<file path="config.mk">
export PLATFORM = sky130hd
export DESIGN_NAME = pscd_top
export DESIGN_NICKNAME = d
export VERILOG_FILES = /design/src/rtl/pscd_pkg.sv /design/src/rtl/pscd_sync.sv /design/src/rtl/pscd_top.sv
export VERILOG_INCLUDE_DIRS = /design/src /design/src/rtl
export SDC_FILE = /design/constraint.sdc
export NUM_CORES = 1
export LEC_CHECK = 0
export BUFFER_PORTS_ARGS = -buffer_cell sky130_fd_sc_hd__buf_4
export CAP_MARGIN = 15
export CORE_MARGIN = 2
export CORE_UTILIZATION = 47
export CTS_BUF_LIST = sky130_fd_sc_hd__clkbuf_8
export DETAILED_ROUTE_END_ITERATION = 10
export PLACE_DENSITY = 0.78
export SYNTH_ARGS = -nofsm -noshare
export SYNTH_HDL_FRONTEND = slang
export SYNTH_HIERARCHICAL = 1
export SYNTH_SLANG_ARGS = --single-unit
export TNS_END_PERCENT = 5
</file>
<file path="constraint.sdc">
create_clock -name aclk -period 1.6 [get_ports aclk]
set_input_delay 0.24 -clock aclk [delete_from_list [all_inputs] [get_ports aclk]]
set_output_delay 0.24 -clock aclk [all_outputs]
set_load 0.03 [all_outputs]
</file>
<file path="src/rtl/pscd_cfg.svh">
// Strap decoder constants: offsets, bit positions, resets, timing
`ifndef PSCD_CFG_SVH
`define PSCD_CFG_SVH
// Contract
// RULE_01: Hold low: pins give only starting values
// RULE_02: Hold high: pins force bits continuously
// RULE_03: Duplex pin shapes advertised full duplex
// RULE_04: Forced mode: duplex pin drives bit 0.8
// RULE_05: Speed pin rising edge restarts negotiation
// RULE_06: Forced mode: speed pin drives bit 0.13
// RULE_07: Board ties speed pin high for fiber
// RULE_08: Link-test pin shapes advertised speeds
// RULE_09: Forced mode: link-test pin drives 19.8
// RULE_10: Level pins supply five management address bits
// RULE_11: Middle levels set 0.12, 19.13, 19.3
// RULE_12: Level pin 2 middle sets symbol mode
// RULE_13: Forced mode: level pin 4 selects fiber
// RULE_14: Negotiation: pin 4 plus link-test set advertisement
// RULE_15: Hold select governs level pins alike
// RULE_16: Outer level, link-test low: advertise everything
// RULE_17: Synchronise straps, one restart per edge
`define PSCD_OFS_CTRL 8'h00
`define PSCD_OFS_ADV 8'h10
`define PSCD_OFS_MODE 8'h4C
`define PSCD_OFS_STAT 8'h50
`define PSCD_BIT_DUPLEX 8
`define PSCD_BIT_RESTART 9
`define PSCD_BIT_AN 12
`define PSCD_BIT_SPEED 13
`define PSCD_BIT_ADV_LO 5
`define PSCD_BIT_FIBER 2
`define PSCD_BIT_SCRAMBLE 3
`define PSCD_BIT_SYMBOL 4
`define PSCD_BIT_LINKTEST 8
`define PSCD_BIT_REPEATER 13
`define PSCD_RST_BIT 1'b0
`define PSCD_RST_ADV 4'h0
`define PSCD_RST_ADDR 5'h00
`define PSCD_SETTLE_CYCLES 2'h2
`define PSCD_RESP_OKAY 2'h0
`define PSCD_RESP_SLVERR 2'h2
`endif

</file>
<file path="src/rtl/pscd_pkg.sv">
// Strap decoder types
package pscd_pkg;
  typedef enum logic [1:0] {
    level_bottom = 2'h0,
    level_lower_mid = 2'h1,
    level_upper_mid = 2'h2,
    level_top = 2'h3
  } pscd_level_t;

  typedef enum logic [2:0] {
    st_settle = 3'h1,
    st_load = 3'h2,
    st_run = 3'h4
  } pscd_state_t;

  typedef enum logic [2:0] {
    sel_ctrl,
    sel_adv,
    sel_mode,
    sel_stat,
    sel_none
  } pscd_sel_t;
endpackage

</file>
<file path="src/rtl/pscd_sync.sv">
// Two-stage synchroniser for a vector of strap levels
module pscd_sync #(
  parameter int WIDTH = 14
) (
  // Clock and reset
  input wire logic aclk,
  input wire logic aresetn,
  // Levels
  input wire logic [WIDTH-1:0] raw,
  output logic [WIDTH-1:0] synced
);
  logic [WIDTH-1:0] stage1;

  always_ff @(posedge aclk) begin
    if (!aresetn) begin
      stage1 <= '0;
      synced <= '0;
    end else begin
      stage1 <= raw;
      synced <= stage1;
    end
  end
endmodule

</file>
<file path="src/rtl/pscd_top.sv">
// Strap decoder with AXI4-Lite view of the controlled bits
//
// The register addresses and register access over AXI4-Lite were decided locally.
`include "pscd_cfg.svh"
module pscd_top #(
  parameter int ADDR_W = 8
) (
  // Clock and reset
  input wire logic aclk,
  input wire logic aresetn,
  // Strap pins
  input wire logic duplex_strap,
  input wire logic speed_strap,
  input wire logic link_test_strap,
  input wire logic strap_hold_select,
  input wire logic [1:0] multi_level_strap_0,
  input wire logic [1:0] multi_level_strap_1,
  input wire logic [1:0] multi_level_strap_2,
  input wire logic [1:0] multi_level_strap_3,
  input wire logic [1:0] multi_level_strap_4,
  // Decoded control bits
  output logic [4:0] phy_address,
  output logic duplex_full,
  output logic an_restart,
  output logic an_enable,
  output logic speed_100,
  output logic [3:0] adv_caps,
  output logic fiber_mode,
  output logic scrambler_bypass,
  output logic symbol_mode,
  output logic link_test_off,
  output logic repeater_mode,
  output logic config_done,
  // AXI4-Lite write
  input wire logic [ADDR_W-1:0] s_axi_awaddr,
  input wire logic s_axi_awvalid,
  output logic s_axi_awready,
  input wire logic [31:0] s_axi_wdata,
  input wire logic [3:0] s_axi_wstrb,
  input wire logic s_axi_wvalid,
  output logic s_axi_wready,
  output logic [1:0] s_axi_bresp,
  output logic s_axi_bvalid,
  input wire logic s_axi_bready,
  // AXI4-Lite read
  input wire logic [ADDR_W-1:0] s_axi_araddr,
  input wire logic s_axi_arvalid,
  output logic s_axi_arready,
  output logic [31:0] s_axi_rdata,
  output logic [1:0] s_axi_rresp,
  output logic s_axi_rvalid,
  input wire logic s_axi_rready
);
  function automatic logic is_mid(input logic [1:0] lvl);
    return (lvl == pscd_pkg::level_upper_mid) ||
           (lvl == pscd_pkg::level_lower_mid);
  endfunction

  function automatic pscd_pkg::pscd_sel_t decode(
    input logic [ADDR_W-1:0] addr);
    if (addr == ADDR_W'(`PSCD_OFS_CTRL)) begin
      return pscd_pkg::sel_ctrl;
    end else if (addr == ADDR_W'(`PSCD_OFS_ADV)) begin
      return pscd_pkg::sel_adv;
    end else if (addr == ADDR_W'(`PSCD_OFS_MODE)) begin
      return pscd_pkg::sel_mode;
    end else if (addr == ADDR_W'(`PSCD_OFS_STAT)) begin
      return pscd_pkg::sel_stat;
    end else begin
      return pscd_pkg::sel_none;
    end
  endfunction

  function automatic logic [15:0] merge16(input logic [15:0] old,
    input logic [15:0] data, input logic [1:0] strb);
    return {strb[1] ? data[15:8] : old[15:8],
            strb[0] ? data[7:0] : old[7:0]};
  endfunction

  // Returns bits 4.8, 4.7, 4.6, 4.5
  function automatic logic [3:0] adv_decode(input logic mid4,
    input logic lt, input logic fde);
    case ({mid4, lt})
      2'h0: return 4'hF;
      2'h1: return {2'h0, fde, 1'b1};
      2'h2: return {fde, 1'b1, 2'h0};
      default: return {fde, 1'b1, fde, 1'b1};
    endcase
  endfunction

  // Synchronised straps
  logic [13:0] raw_straps;
  logic [13:0] sync_q;
  logic duplex_s, speed_s, lt_s, hold_s;
  logic [1:0] ml0_s, ml1_s, ml2_s, ml3_s, ml4_s;

  assign raw_straps = {strap_hold_select, link_test_strap, speed_strap,
                       duplex_strap, multi_level_strap_4,
                       multi_level_strap_3, multi_level_strap_2,
                       multi_level_strap_1, multi_level_strap_0};

  pscd_sync #(.WIDTH(14)) u_sync ( // RULE_17
    .aclk(aclk),
    .aresetn(aresetn),
    .raw(raw_straps),
    .synced(sync_q)
  );

  assign {hold_s, lt_s, speed_s, duplex_s} = sync_q[13:10];
  assign {ml4_s, ml3_s, ml2_s, ml1_s, ml0_s} = sync_q[9:0];

  // Start-up sequencing
  pscd_pkg::pscd_state_t state;
  logic [1:0] settle_cnt;
  logic apply;
  logic speed_prev;
  logic restart_evt;

  always_ff @(posedge aclk) begin
    if (!aresetn) begin
      state <= pscd_pkg::st_settle;
      settle_cnt <= 2'h0;
    end else begin
      case (state)
        pscd_pkg::st_settle: begin
          settle_cnt <= settle_cnt + 2'h1;
          if (settle_cnt == `PSCD_SETTLE_CYCLES) begin
            state <= pscd_pkg::st_load;
          end
        end
        pscd_pkg::st_load: state <= pscd_pkg::st_run;
        default: state <= pscd_pkg::st_run;
      endcase
    end
  end

  // Load once at start, or follow pins while hold is high
  assign apply = (state == pscd_pkg::st_load) ||
                 (hold_s && state == pscd_pkg::st_run); // RULE_01 RULE_02 RULE_15

  always_ff @(posedge aclk) begin
    if (!aresetn) begin
      speed_prev <= `PSCD_RST_BIT;
    end else begin
      speed_prev <= speed_s;
    end
  end

  // Edge seen on synchronised samples only
  assign restart_evt = (state == pscd_pkg::st_run) && an_enable &&
                       speed_s && !speed_prev; // RULE_05 RULE_17

  // Write channel handling
  logic aw_full, w_full, aw_take, w_take, do_write;
  logic next_aw_full, next_w_full, next_bvalid;
  logic [ADDR_W-1:0] aw_addr_q, wr_addr;
  logic [15:0] w_data_q, wr_data;
  logic [1:0] w_strb_q, wr_strb;
  pscd_pkg::pscd_sel_t wr_sel;

  assign aw_take = s_axi_awready && s_axi_awvalid;
  assign w_take = s_axi_wready && s_axi_wvalid;
  assign do_write = (aw_full || aw_take) && (w_full || w_take);
  assign next_aw_full = !do_write && (aw_full || aw_take);
  assign next_w_full = !do_write && (w_full || w_take);
  assign next_bvalid = do_write || (s_axi_bvalid && !s_axi_bready);
  assign wr_addr = aw_full ? aw_addr_q : s_axi_awaddr;
  assign wr_data = w_full ? w_data_q : s_axi_wdata[15:0];
  assign wr_strb = w_full ? w_strb_q : s_axi_wstrb[1:0];
  assign wr_sel = decode(wr_addr);

  always_ff @(posedge aclk) begin
    if (!aresetn) begin
      aw_full <= 1'b0;
      w_full <= 1'b0;
      s_axi_awready <= 1'b0;
      s_axi_wready <= 1'b0;
      s_axi_bvalid <= 1'b0;
      s_axi_bresp <= `PSCD_RESP_OKAY;
      aw_addr_q <= '0;
      w_data_q <= 16'h0000;
      w_strb_q <= 2'h0;
    end else begin
      aw_full <= next_aw_full;
      w_full <= next_w_full;
      s_axi_awready <= !next_aw_full && !next_bvalid;
      s_axi_wready <= !next_w_full && !next_bvalid;
      s_axi_bvalid <= next_bvalid;
      if (aw_take) begin
        aw_addr_q <= s_axi_awaddr;
      end
      if (w_take) begin
        w_data_q <= s_axi_wdata[15:0];
        w_strb_q <= s_axi_wstrb[1:0];
      end
      if (do_write) begin
        s_axi_bresp <= (wr_sel == pscd_pkg::sel_none) ?
                       `PSCD_RESP_SLVERR : `PSCD_RESP_OKAY;
      end
    end
  end

  // Register views and next values
  logic [15:0] ctrl_v, adv_v, mode_v, stat_v;
  logic [15:0] sw_ctrl, sw_adv, sw_mode;
  logic next_an, next_duplex, next_speed, next_restart;
  logic next_lt, next_rep, next_sym, next_scr, next_fib;
  logic [3:0] next_adv;
  logic [4:0] next_addr;
  logic wr_ctrl, wr_adv, wr_mode;

  always_comb begin
    ctrl_v = 16'h0000;
    ctrl_v[`PSCD_BIT_DUPLEX] = duplex_full;
    ctrl_v[`PSCD_BIT_RESTART] = an_restart;
    ctrl_v[`PSCD_BIT_AN] = an_enable;
    ctrl_v[`PSCD_BIT_SPEED] = speed_100;
    adv_v = 16'h0000;
    adv_v[`PSCD_BIT_ADV_LO +: 4] = adv_caps;
    mode_v = 16'h0000;
    mode_v[`PSCD_BIT_FIBER] = fiber_mode;
    mode_v[`PSCD_BIT_SCRAMBLE] = scrambler_bypass;
    mode_v[`PSCD_BIT_SYMBOL] = symbol_mode;
    mode_v[`PSCD_BIT_LINKTEST] = link_test_off;
    mode_v[`PSCD_BIT_REPEATER] = repeater_mode;
    stat_v = {5'h00, config_done, hold_s, lt_s, speed_s, duplex_s,
              1'b0, phy_address};
  end

  assign wr_ctrl = do_write && (wr_sel == pscd_pkg::sel_ctrl);
  assign wr_adv = do_write && (wr_sel == pscd_pkg::sel_adv);
  assign wr_mode = do_write && (wr_sel == pscd_pkg::sel_mode);
  assign sw_ctrl = wr_ctrl ? merge16(ctrl_v, wr_data, wr_strb) : ctrl_v;
  assign sw_adv = wr_adv ? merge16(adv_v, wr_data, wr_strb) : adv_v;
  assign sw_mode = wr_mode ? merge16(mode_v, wr_data, wr_strb) : mode_v;

  always_comb begin
    next_an = sw_ctrl[`PSCD_BIT_AN];
    next_duplex = sw_ctrl[`PSCD_BIT_DUPLEX];
    next_speed = sw_ctrl[`PSCD_BIT_SPEED];
    next_restart = sw_ctrl[`PSCD_BIT_RESTART];
    next_adv = sw_adv[`PSCD_BIT_ADV_LO +: 4];
    next_fib = sw_mode[`PSCD_BIT_FIBER];
    next_scr = sw_mode[`PSCD_BIT_SCRAMBLE];
    next_sym = sw_mode[`PSCD_BIT_SYMBOL];
    next_lt = sw_mode[`PSCD_BIT_LINKTEST];
    next_rep = sw_mode[`PSCD_BIT_REPEATER];
    next_addr = phy_address;
    if (apply) begin
      next_addr = {ml4_s[1], ml3_s[1], ml2_s[1], ml1_s[1], ml0_s[1]}; // RULE_10
      next_an = is_mid(ml0_s); // RULE_11
      next_rep = is_mid(ml1_s); // RULE_11
      next_scr = is_mid(ml3_s); // RULE_11
      next_sym = is_mid(ml2_s); // RULE_12
      if (next_an) begin
        next_adv = adv_decode(is_mid(ml4_s), lt_s, duplex_s); // RULE_03 RULE_08 RULE_14 RULE_16
      end else begin
        next_duplex = duplex_s; // RULE_04
        next_speed = speed_s; // RULE_06
        next_lt = lt_s; // RULE_09
        next_fib = is_mid(ml4_s); // RULE_13
      end
    end
    // Hardware set beats a software clear
    if (restart_evt) begin
      next_restart = 1'b1; // RULE_05
    end
  end

  always_ff @(posedge aclk) begin
    if (!aresetn) begin
      phy_address <= `PSCD_RST_ADDR;
      an_enable <= `PSCD_RST_BIT;
      duplex_full <= `PSCD_RST_BIT;
      speed_100 <= `PSCD_RST_BIT;
      an_restart <= `PSCD_RST_BIT;
      adv_caps <= `PSCD_RST_ADV;
    end else begin
      phy_address <= next_addr;
      an_enable <= next_an;
      duplex_full <= next_duplex;
      speed_100 <= next_speed;
      an_restart <= next_restart;
      adv_caps <= next_adv;
    end
  end

  always_ff @(posedge aclk) begin
    if (!aresetn) begin
      fiber_mode <= `PSCD_RST_BIT;
      scrambler_bypass <= `PSCD_RST_BIT;
      symbol_mode <= `PSCD_RST_BIT;
      link_test_off <= `PSCD_RST_BIT;
      repeater_mode <= `PSCD_RST_BIT;
      config_done <= 1'b0;
    end else begin
      fiber_mode <= next_fib;
      scrambler_bypass <= next_scr;
      symbol_mode <= next_sym;
      link_test_off <= next_lt;
      repeater_mode <= next_rep;
      config_done <= (state != pscd_pkg::st_settle);
    end
  end

  // Read channel
  logic ar_take, next_rvalid;
  pscd_pkg::pscd_sel_t rd_sel;
  logic [15:0] rd_word;

  assign ar_take = s_axi_arready && s_axi_arvalid;
  assign next_rvalid = ar_take || (s_axi_rvalid && !s_axi_rready);
  assign rd_sel = decode(s_axi_araddr);

  always_comb begin
    if (rd_sel == pscd_pkg::sel_ctrl) begin
      rd_word = ctrl_v;
    end else if (rd_sel == pscd_pkg::sel_adv) begin
      rd_word = adv_v;
    end else if (rd_sel == pscd_pkg::sel_mode) begin
      rd_word = mode_v;
    end else if (rd_sel == pscd_pkg::sel_stat) begin
      rd_word = stat_v;
    end else begin
      rd_word = 16'h0000;
    end
  end

  always_ff @(posedge aclk) begin
    if (!aresetn) begin
      s_axi_arready <= 1'b0;
      s_axi_rvalid <= 1'b0;
      s_axi_rdata <= 32'h0000_0000;
      s_axi_rresp <= `PSCD_RESP_OKAY;
    end else begin
      s_axi_arready <= !next_rvalid;
      s_axi_rvalid <= next_rvalid;
      if (ar_take) begin
        s_axi_rdata <= {16'h0000, rd_word};
        s_axi_rresp <= (rd_sel == pscd_pkg::sel_none) ?
                       `PSCD_RESP_SLVERR : `PSCD_RESP_OKAY;
      end
    end
  end
endmodule

</file>
Yosys cells after proc, flatten, opt, wreduce, memory -nomap -nowiden
Index checks and enable logic that the tools add are counted.
Storage, ports and cells
  bits of input ports: 73
  register bits: 104
  output and inout port bits: 60
  logic and storage cells: 158
Cells by class
  reductions and logical operators: 51
  multiplexer cells: 44
  add/sub/neg operators: 1
  equal/unequal tests: 31
Operators by type and width (number)
  $mux 14: 6
  $eq 8x7->1 const B: 4
  $mux 8: 4
  $mux 3: 10
  $logic_and 1x1->1: 17
  $eq 8x5->1 const B: 2
  $logic_not 8->1: 2
  $eq 2x2->1 const B: 7
  $mux 1: 14
  $eq 2x1->1 const B: 6
  $eq 3x2->1 const B: 4
  $mux 6: 2
  $pmux 4 s3: 1
  $reduce_bool 2->1: 6
  $mux 11: 1
  $logic_or 1x1->1: 10
  $reduce_and 2->1: 5
  $eq 3x1->1 const B: 3
  $eq 3x3->1 const B: 3
  $mux 9: 1
  $logic_not 1->1: 8
  $mux 4: 2
  $logic_not 3->1: 2
  $mux 2: 3
  other kinds (4): 4

Logic depth before layout (Yosys ltp)
  depth after elaboration: 11
  depth in mapped cells: 6
  depth with buffers taken out: 5

Modules after synthesis
The synthesis kept the hierarchy.
Modules (own cells, without submodules)
  pscd_top: sequential area each 1341.3 um^2, area an instance 3350.7 um^2, times used 1, cells each 370
  pscd_sync: sequential area each 560.5 um^2, area an instance 785.8 um^2, times used 1, cells each 58

Least setup slack after synthesis
OpenSTA, ideal clock, no wires.
  path kind: reg-to-reg
  start: reg s_axi_awready
  end: reg repeater_mode
  clock period less this slack: 1939 ps
  path buffers: 1
  setup slack: -339 ps
  required time: 1525 ps
  arrival: 1864 ps
  library setup time: 75 ps
  cell stages (with the launch flop): 7
  cell sequence: dfxtp_1 buf_2 a21o_1 nand3_1 nor3_1 mux2_1 o22ai_1
On the way
  word-level cells in the longest chain between the ends: 6
RTL lines
  from (decl): line pscd_top.sv:37  | output logic s_axi_awready,
  from (signal assigned): line pscd_top.sv:186  | s_axi_awready <= !next_aw_full && !next_bvalid;
  $logic_and 1x1->1: line pscd_top.sv:161  | assign aw_take = s_axi_awready && s_axi_awvalid;
  $logic_or 1x1->1: line pscd_top.sv:163  | assign do_write = (aw_full || aw_take) && (w_full || w_take);
  $logic_and 1x1->1: line pscd_top.sv:163
  $logic_and 1x1->1: line pscd_top.sv:232  | assign wr_mode = do_write && (wr_sel == pscd_pkg::sel_mode);
  $reduce_bool 2->1 (no source line)
  $reduce_and 2->1 (no source line)
  to (signal assigned): line pscd_top.sv:294  | repeater_mode <= `PSCD_RST_BIT;
  to (signal assigned): line pscd_top.sv:301  | repeater_mode <= next_rep;
  to (decl): line pscd_top.sv:32  | output logic repeater_mode,
No other way between the ends.
A chain may end at the register's enable or synchronous reset.

Worst setup path in the final report
  start: reg aw_full
  end: reg adv_caps[1]
On the way
  word-level cells in the longest chain between the ends: 11
  elaborated cells on any way between the ends: 16
  those cells by class: eq/ne: 4; mux: 8; reduce/logical: 4
RTL lines
  from (decl): line pscd_top.sv:154  | logic aw_full, w_full, aw_take, w_take, do_write;
  from (signal assigned): line pscd_top.sv:184  | aw_full <= next_aw_full;
  $mux 8: line pscd_top.sv:167  | assign wr_addr = aw_full ? aw_addr_q : s_axi_awaddr;
  $eq 8x7->1: line pscd_top.sv:67  | end else if (addr == ADDR_W'(`PSCD_OFS_STAT)) begin
  $mux 3: line pscd_top.sv:67
  $mux 3: line pscd_top.sv:65  | end else if (addr == ADDR_W'(`PSCD_OFS_MODE)) begin
  $mux 3: line pscd_top.sv:63  | end else if (addr == ADDR_W'(`PSCD_OFS_ADV)) begin
  $mux 3: line pscd_top.sv:61  | if (addr == ADDR_W'(`PSCD_OFS_CTRL)) begin
  $eq 3x1->1: line pscd_top.sv:231  | assign wr_adv = do_write && (wr_sel == pscd_pkg::sel_adv);
  $logic_and 1x1->1 (*): line pscd_top.sv:231
  $mux 9 (*): line pscd_top.sv:234  | assign sw_adv = wr_adv ? merge16(adv_v, wr_data, wr_strb) : adv_v;
  $mux 4: line pscd_top.sv:255  | if (next_an) begin
  $mux 4 (*): line pscd_top.sv:249  | if (apply) begin
  to (signal assigned): line pscd_top.sv:277  | adv_caps <= `PSCD_RST_ADV;
  to (signal assigned): line pscd_top.sv:284  | adv_caps <= next_adv;
  to (decl): line pscd_top.sv:27  | output logic [3:0] adv_caps,
Mark *: on every way between the ends. The rest lies on a longest branch, timed or not.

==> impl_metrics.py <==
metrics = {
    "layout": {
        "finalNetCount": 608,
        "final_layout_size_suffix_gt1_share_pct": 35.6,
        "fillers": 728,
        "final_core_util_pct": 61.1,
        "area_growth_pct": 27.5,
        "antenna-diode-count": 0,
    },
    "clock_network": {
        "cts-root-buf": "sky130_fd_sc_hd__clkbuf_8",
        "clk_path_buf_depth": 2,
        "numCtsBuffers": 9,
        "ctsHtreeMaxLevel": 3,
        "tritoncts_clock_tree": "built",
        "clk_pin_slew_ns": 0.11,
        "clock_sinks": 95,
        "clkLatencyLatePin_ns": 0.37,
    },
    "worst_setup_path": {
        "timing.critical_path.max_delay_family": "simple AND/OR/NAND/NOR gates",
        "crit_fanout": 9,
        "critPathCaptureType": "register",
        "critical_path.startpoint_type": "register",
        "cpMaxStageDelayCell": "sky130_fd_sc_hd__dfxtp_4",
        "critical_path.max_stage_delay_ns": 0.39,
        "worst-endpoint-arrival_ns": 2.00,
        "worstPathBufferInverterCount": 2,
        "crit_path_cell_trace": "buf_6, nor4_4, o22ai_4, nor4_4, buf_4, mux2i_1, o22ai_2",
        "critical-path-top-cell-by-count": "sky130_fd_sc_hd__nor4_4",
        "worst_ep_required_time_ns": 1.86,
        "critical_path_class": "register to register",
    },
    "global_route": {
        "grt-ovfl-total": 0,
        "grt_antenna_before_repair": 0,
        "grt_use_total_pct": 20.0,
        "first_global_vias": 3116,
        "global_route_wire_length_before_repair_um": 15100,
        "largest_net_degree_at_the_start_of_global_routing": 41,
    },
    "routing": {
        "detail_route.first_pass.iterations": 4,
        "drt_first_iter_violations": 151,
        "vias_per_cell": 5.11,
        "dr_total_vias": 3303,
        "totalWireLength_um": 9280,
        "post_dr_wirelength_cell_um": 14.3,
        "ant_nets": 0,
        "detail_route.drc_violations": 0,
    },
    "logic_synthesis": {
        "synthTopCellsByArea": "sky130_fd_sc_hd__dfxtp_1, sky130_fd_sc_hd__nand2_1, sky130_fd_sc_hd__a21boi_0, sky130_fd_sc_hd__and2_2, sky130_fd_sc_hd__buf_4",
        "gate_count_after_technology_mapping": 428,
        "top_area_cell_type_share_of_the_netlist_area_pct": 46.0,
        "synth_area_leader_cell": "sky130_fd_sc_hd__dfxtp_1",
        "synth.yosys.seq_area_share_pct": 46.0,
        "synth_edf_count": 0,
        "synth.distinct_cells": 54,
        "synth_async_sr_flop_share_pct": 0,
        "synth.ff_latch_count": 95,
        "average_size_of_a_mapped_cell_um2": 9.66,
        "yosysWarnings": 6,
        "synth_area_um2": 4140,
        "synth_flop_cell": "sky130_fd_sc_hd__dfxtp_1",
        "leading_cell_type_by_number_of_instances_after_synthesis": "sky130_fd_sc_hd__dfxtp_1",
        "commonest_cells_in_the_netlist": "sky130_fd_sc_hd__dfxtp_1, sky130_fd_sc_hd__nand2_1, sky130_fd_sc_hd__a21boi_0",
    },
    "power": {
        "worst_ir_drop_vdd_mv": 0.607,
        "power.density_cell_area_nw_per_um2": 959,
        "p_leak_nw": 2.16,
        "totalPowerFinal_mw": 5.06,
    },
    "placement": {
        "detailedPlace.worstSlack_ns": -0.246,
        "finalWeightedCongestion": 0.897,
        "dp.final_hpwl_um": 7120,
        "io_buffers": 87,
    },
    "timing": {
        "achievable-frequency_ghz": 0.575,
        "timing.final.crit_period_ns": 1.74,
        "final_hold_viol_count": 0,
        "postLayoutSetupSlackWorst_ns": -0.139,
        "timing.clock.skew_ns": 0.00740,
        "setup_repair_after_global_routing_missed_its_margin": "true",
        "period_share_pct": 109,
        "drv_slew": 0,
        "setup_violations": 9,
    },
    "floorplan": {
        "die_w_um": 97.8,
        "rows": 34,
        "die-height_um": 97.8,
        "fp.dieArea_um2": 9570,
        "core_outline_area_um2": 8640,
        "io_pins": 133,
        "floorplan.initialDensity_pct": 47.9,
    },
    "job": {
        "maxCapViolations": 0,
    },
    "outcome": {
        "violations": "setup timing",
        "outcome": "finished, violations left",
    },
    "hold_path": {
        "hp-class": "primary input to register",
    },
}
## routing by layer
metal | global-route usage [%] | wire length (um) | vias up
met3 | 4.87 | 501 | 20
met4 | 9.94 | 215 | 0
li1 | - | - | 1652
met1 | 25.2 | 4100 | 1532
met5 | 0 | 0 | -
met2 | 32.1 | 4460 | 99
## layout by cell type (no fill, tap or decap), types with 6 or more instances in the layout
| master | count |
|---|---|
| sky130_fd_sc_hd__a21boi_0 | 25 |
| sky130_fd_sc_hd__and2_1 | 14 |
| sky130_fd_sc_hd__and2_2 | 22 |
| sky130_fd_sc_hd__and3_1 | 6 |
| sky130_fd_sc_hd__buf_4 | 113 |
| sky130_fd_sc_hd__clkbuf_8 | 9 |
| sky130_fd_sc_hd__conb_1 | 21 |
| sky130_fd_sc_hd__dfxtp_1 | 92 |
| sky130_fd_sc_hd__mux2_2 | 12 |
| sky130_fd_sc_hd__mux2i_1 | 16 |
| sky130_fd_sc_hd__nand2_1 | 65 |
| sky130_fd_sc_hd__nand2b_1 | 6 |
| sky130_fd_sc_hd__nand3_1 | 19 |
| sky130_fd_sc_hd__nor2_1 | 7 |
| sky130_fd_sc_hd__nor2b_1 | 7 |
## through the flow
step | TNS, ns | area [um2] | hold WS, ns | std cells
after global placement | -2.27 | 5020 | 0.418 | 630
after CTS | -0.872 | 5270 | 0.0400 | 647
after global routing | -2.11 | 5270 | 0.0513 | 647
final | -0.781 | 5270 | 0.0621 | 647
after detailed placement | -3.16 | 5020 | 0.421 | 630
after floorplan | -0.0857 | 4290 | 0.367 | 448
## cell type report
class,instances,area [um2],share of cell area [%]
Clock buffer,9,124,2.35
Multi-Input combinational cell,307,2110,40.1
Inverter,5,18.8,0.356
Clock inverter,7,82.6,1.57
Tap cell,108,135,2.56
Timing Repair Buffer,116,891,16.9
Sequential cell,95,1910,36.2
## registers in the layout, summed over array words and instances, names as in the netlist, 2 cells and up
register / count
adv_caps: 4
aw_addr_q: 8
phy_address: 5
s_axi_rdata: 13
settle_cnt: 2
state: 3
u_sync/stage1: 14
u_sync/synced: 14
w_data_q: 10
w_strb_q: 2
## power by group
group          switching, mW  internal, mW
logic                  0.467         0.396
registers             0.0897          2.50
clock network          0.974         0.629
## path summary, 6_finish.rpt
| path | start | to | slack (ns) | cells past startpoint |
|---|---|---|---|---|
| worst max-delay path | aw_full | adv_caps[1] | -0.14 | 7 |
| worst min register to register | u_sync/stage1[8] | u_sync/synced[8] | 0.45 | 1 |
| worst min-delay path | multi_level_strap_2[0] | u_sync/stage1[4] | 0.06 | 2 |
| worst max register to register | aw_full | adv_caps[1] | -0.14 | 7 |
## repair_timing
item,in CTS,in global routing
hold buffers,0,0
endpoints found under the setup margin,14,14
setup buffers,1,0
gates resized for setup,11,1
pin swaps,6,1
## kinds of logic after synthesis
kind of cell | after synthesis | synth area share, %
muxes | 31 | 7.96
adders and majority gates | 1 | 0.302
xor gates and xnor gates | 6 | 1.27
AOI/OAI and AO/OA | 74 | 13.0
buffers and inverters | 46 | 7.05
DFF | 95 | 46.0
other | 1 | 0.0907
and+or+nand+nor | 174 | 24.4
## worst register-to-register path, stage by stage (launching register included)
cell	delay, ns
sky130_fd_sc_hd__dfxtp_4	0.39
sky130_fd_sc_hd__buf_6	0.12
sky130_fd_sc_hd__nor4_4	0.24
sky130_fd_sc_hd__o22ai_4	0.16
sky130_fd_sc_hd__nor4_4	0.26
sky130_fd_sc_hd__buf_4	0.17
sky130_fd_sc_hd__mux2i_1	0.21
sky130_fd_sc_hd__o22ai_2	0.08
(Power assumes the default switching activity.)
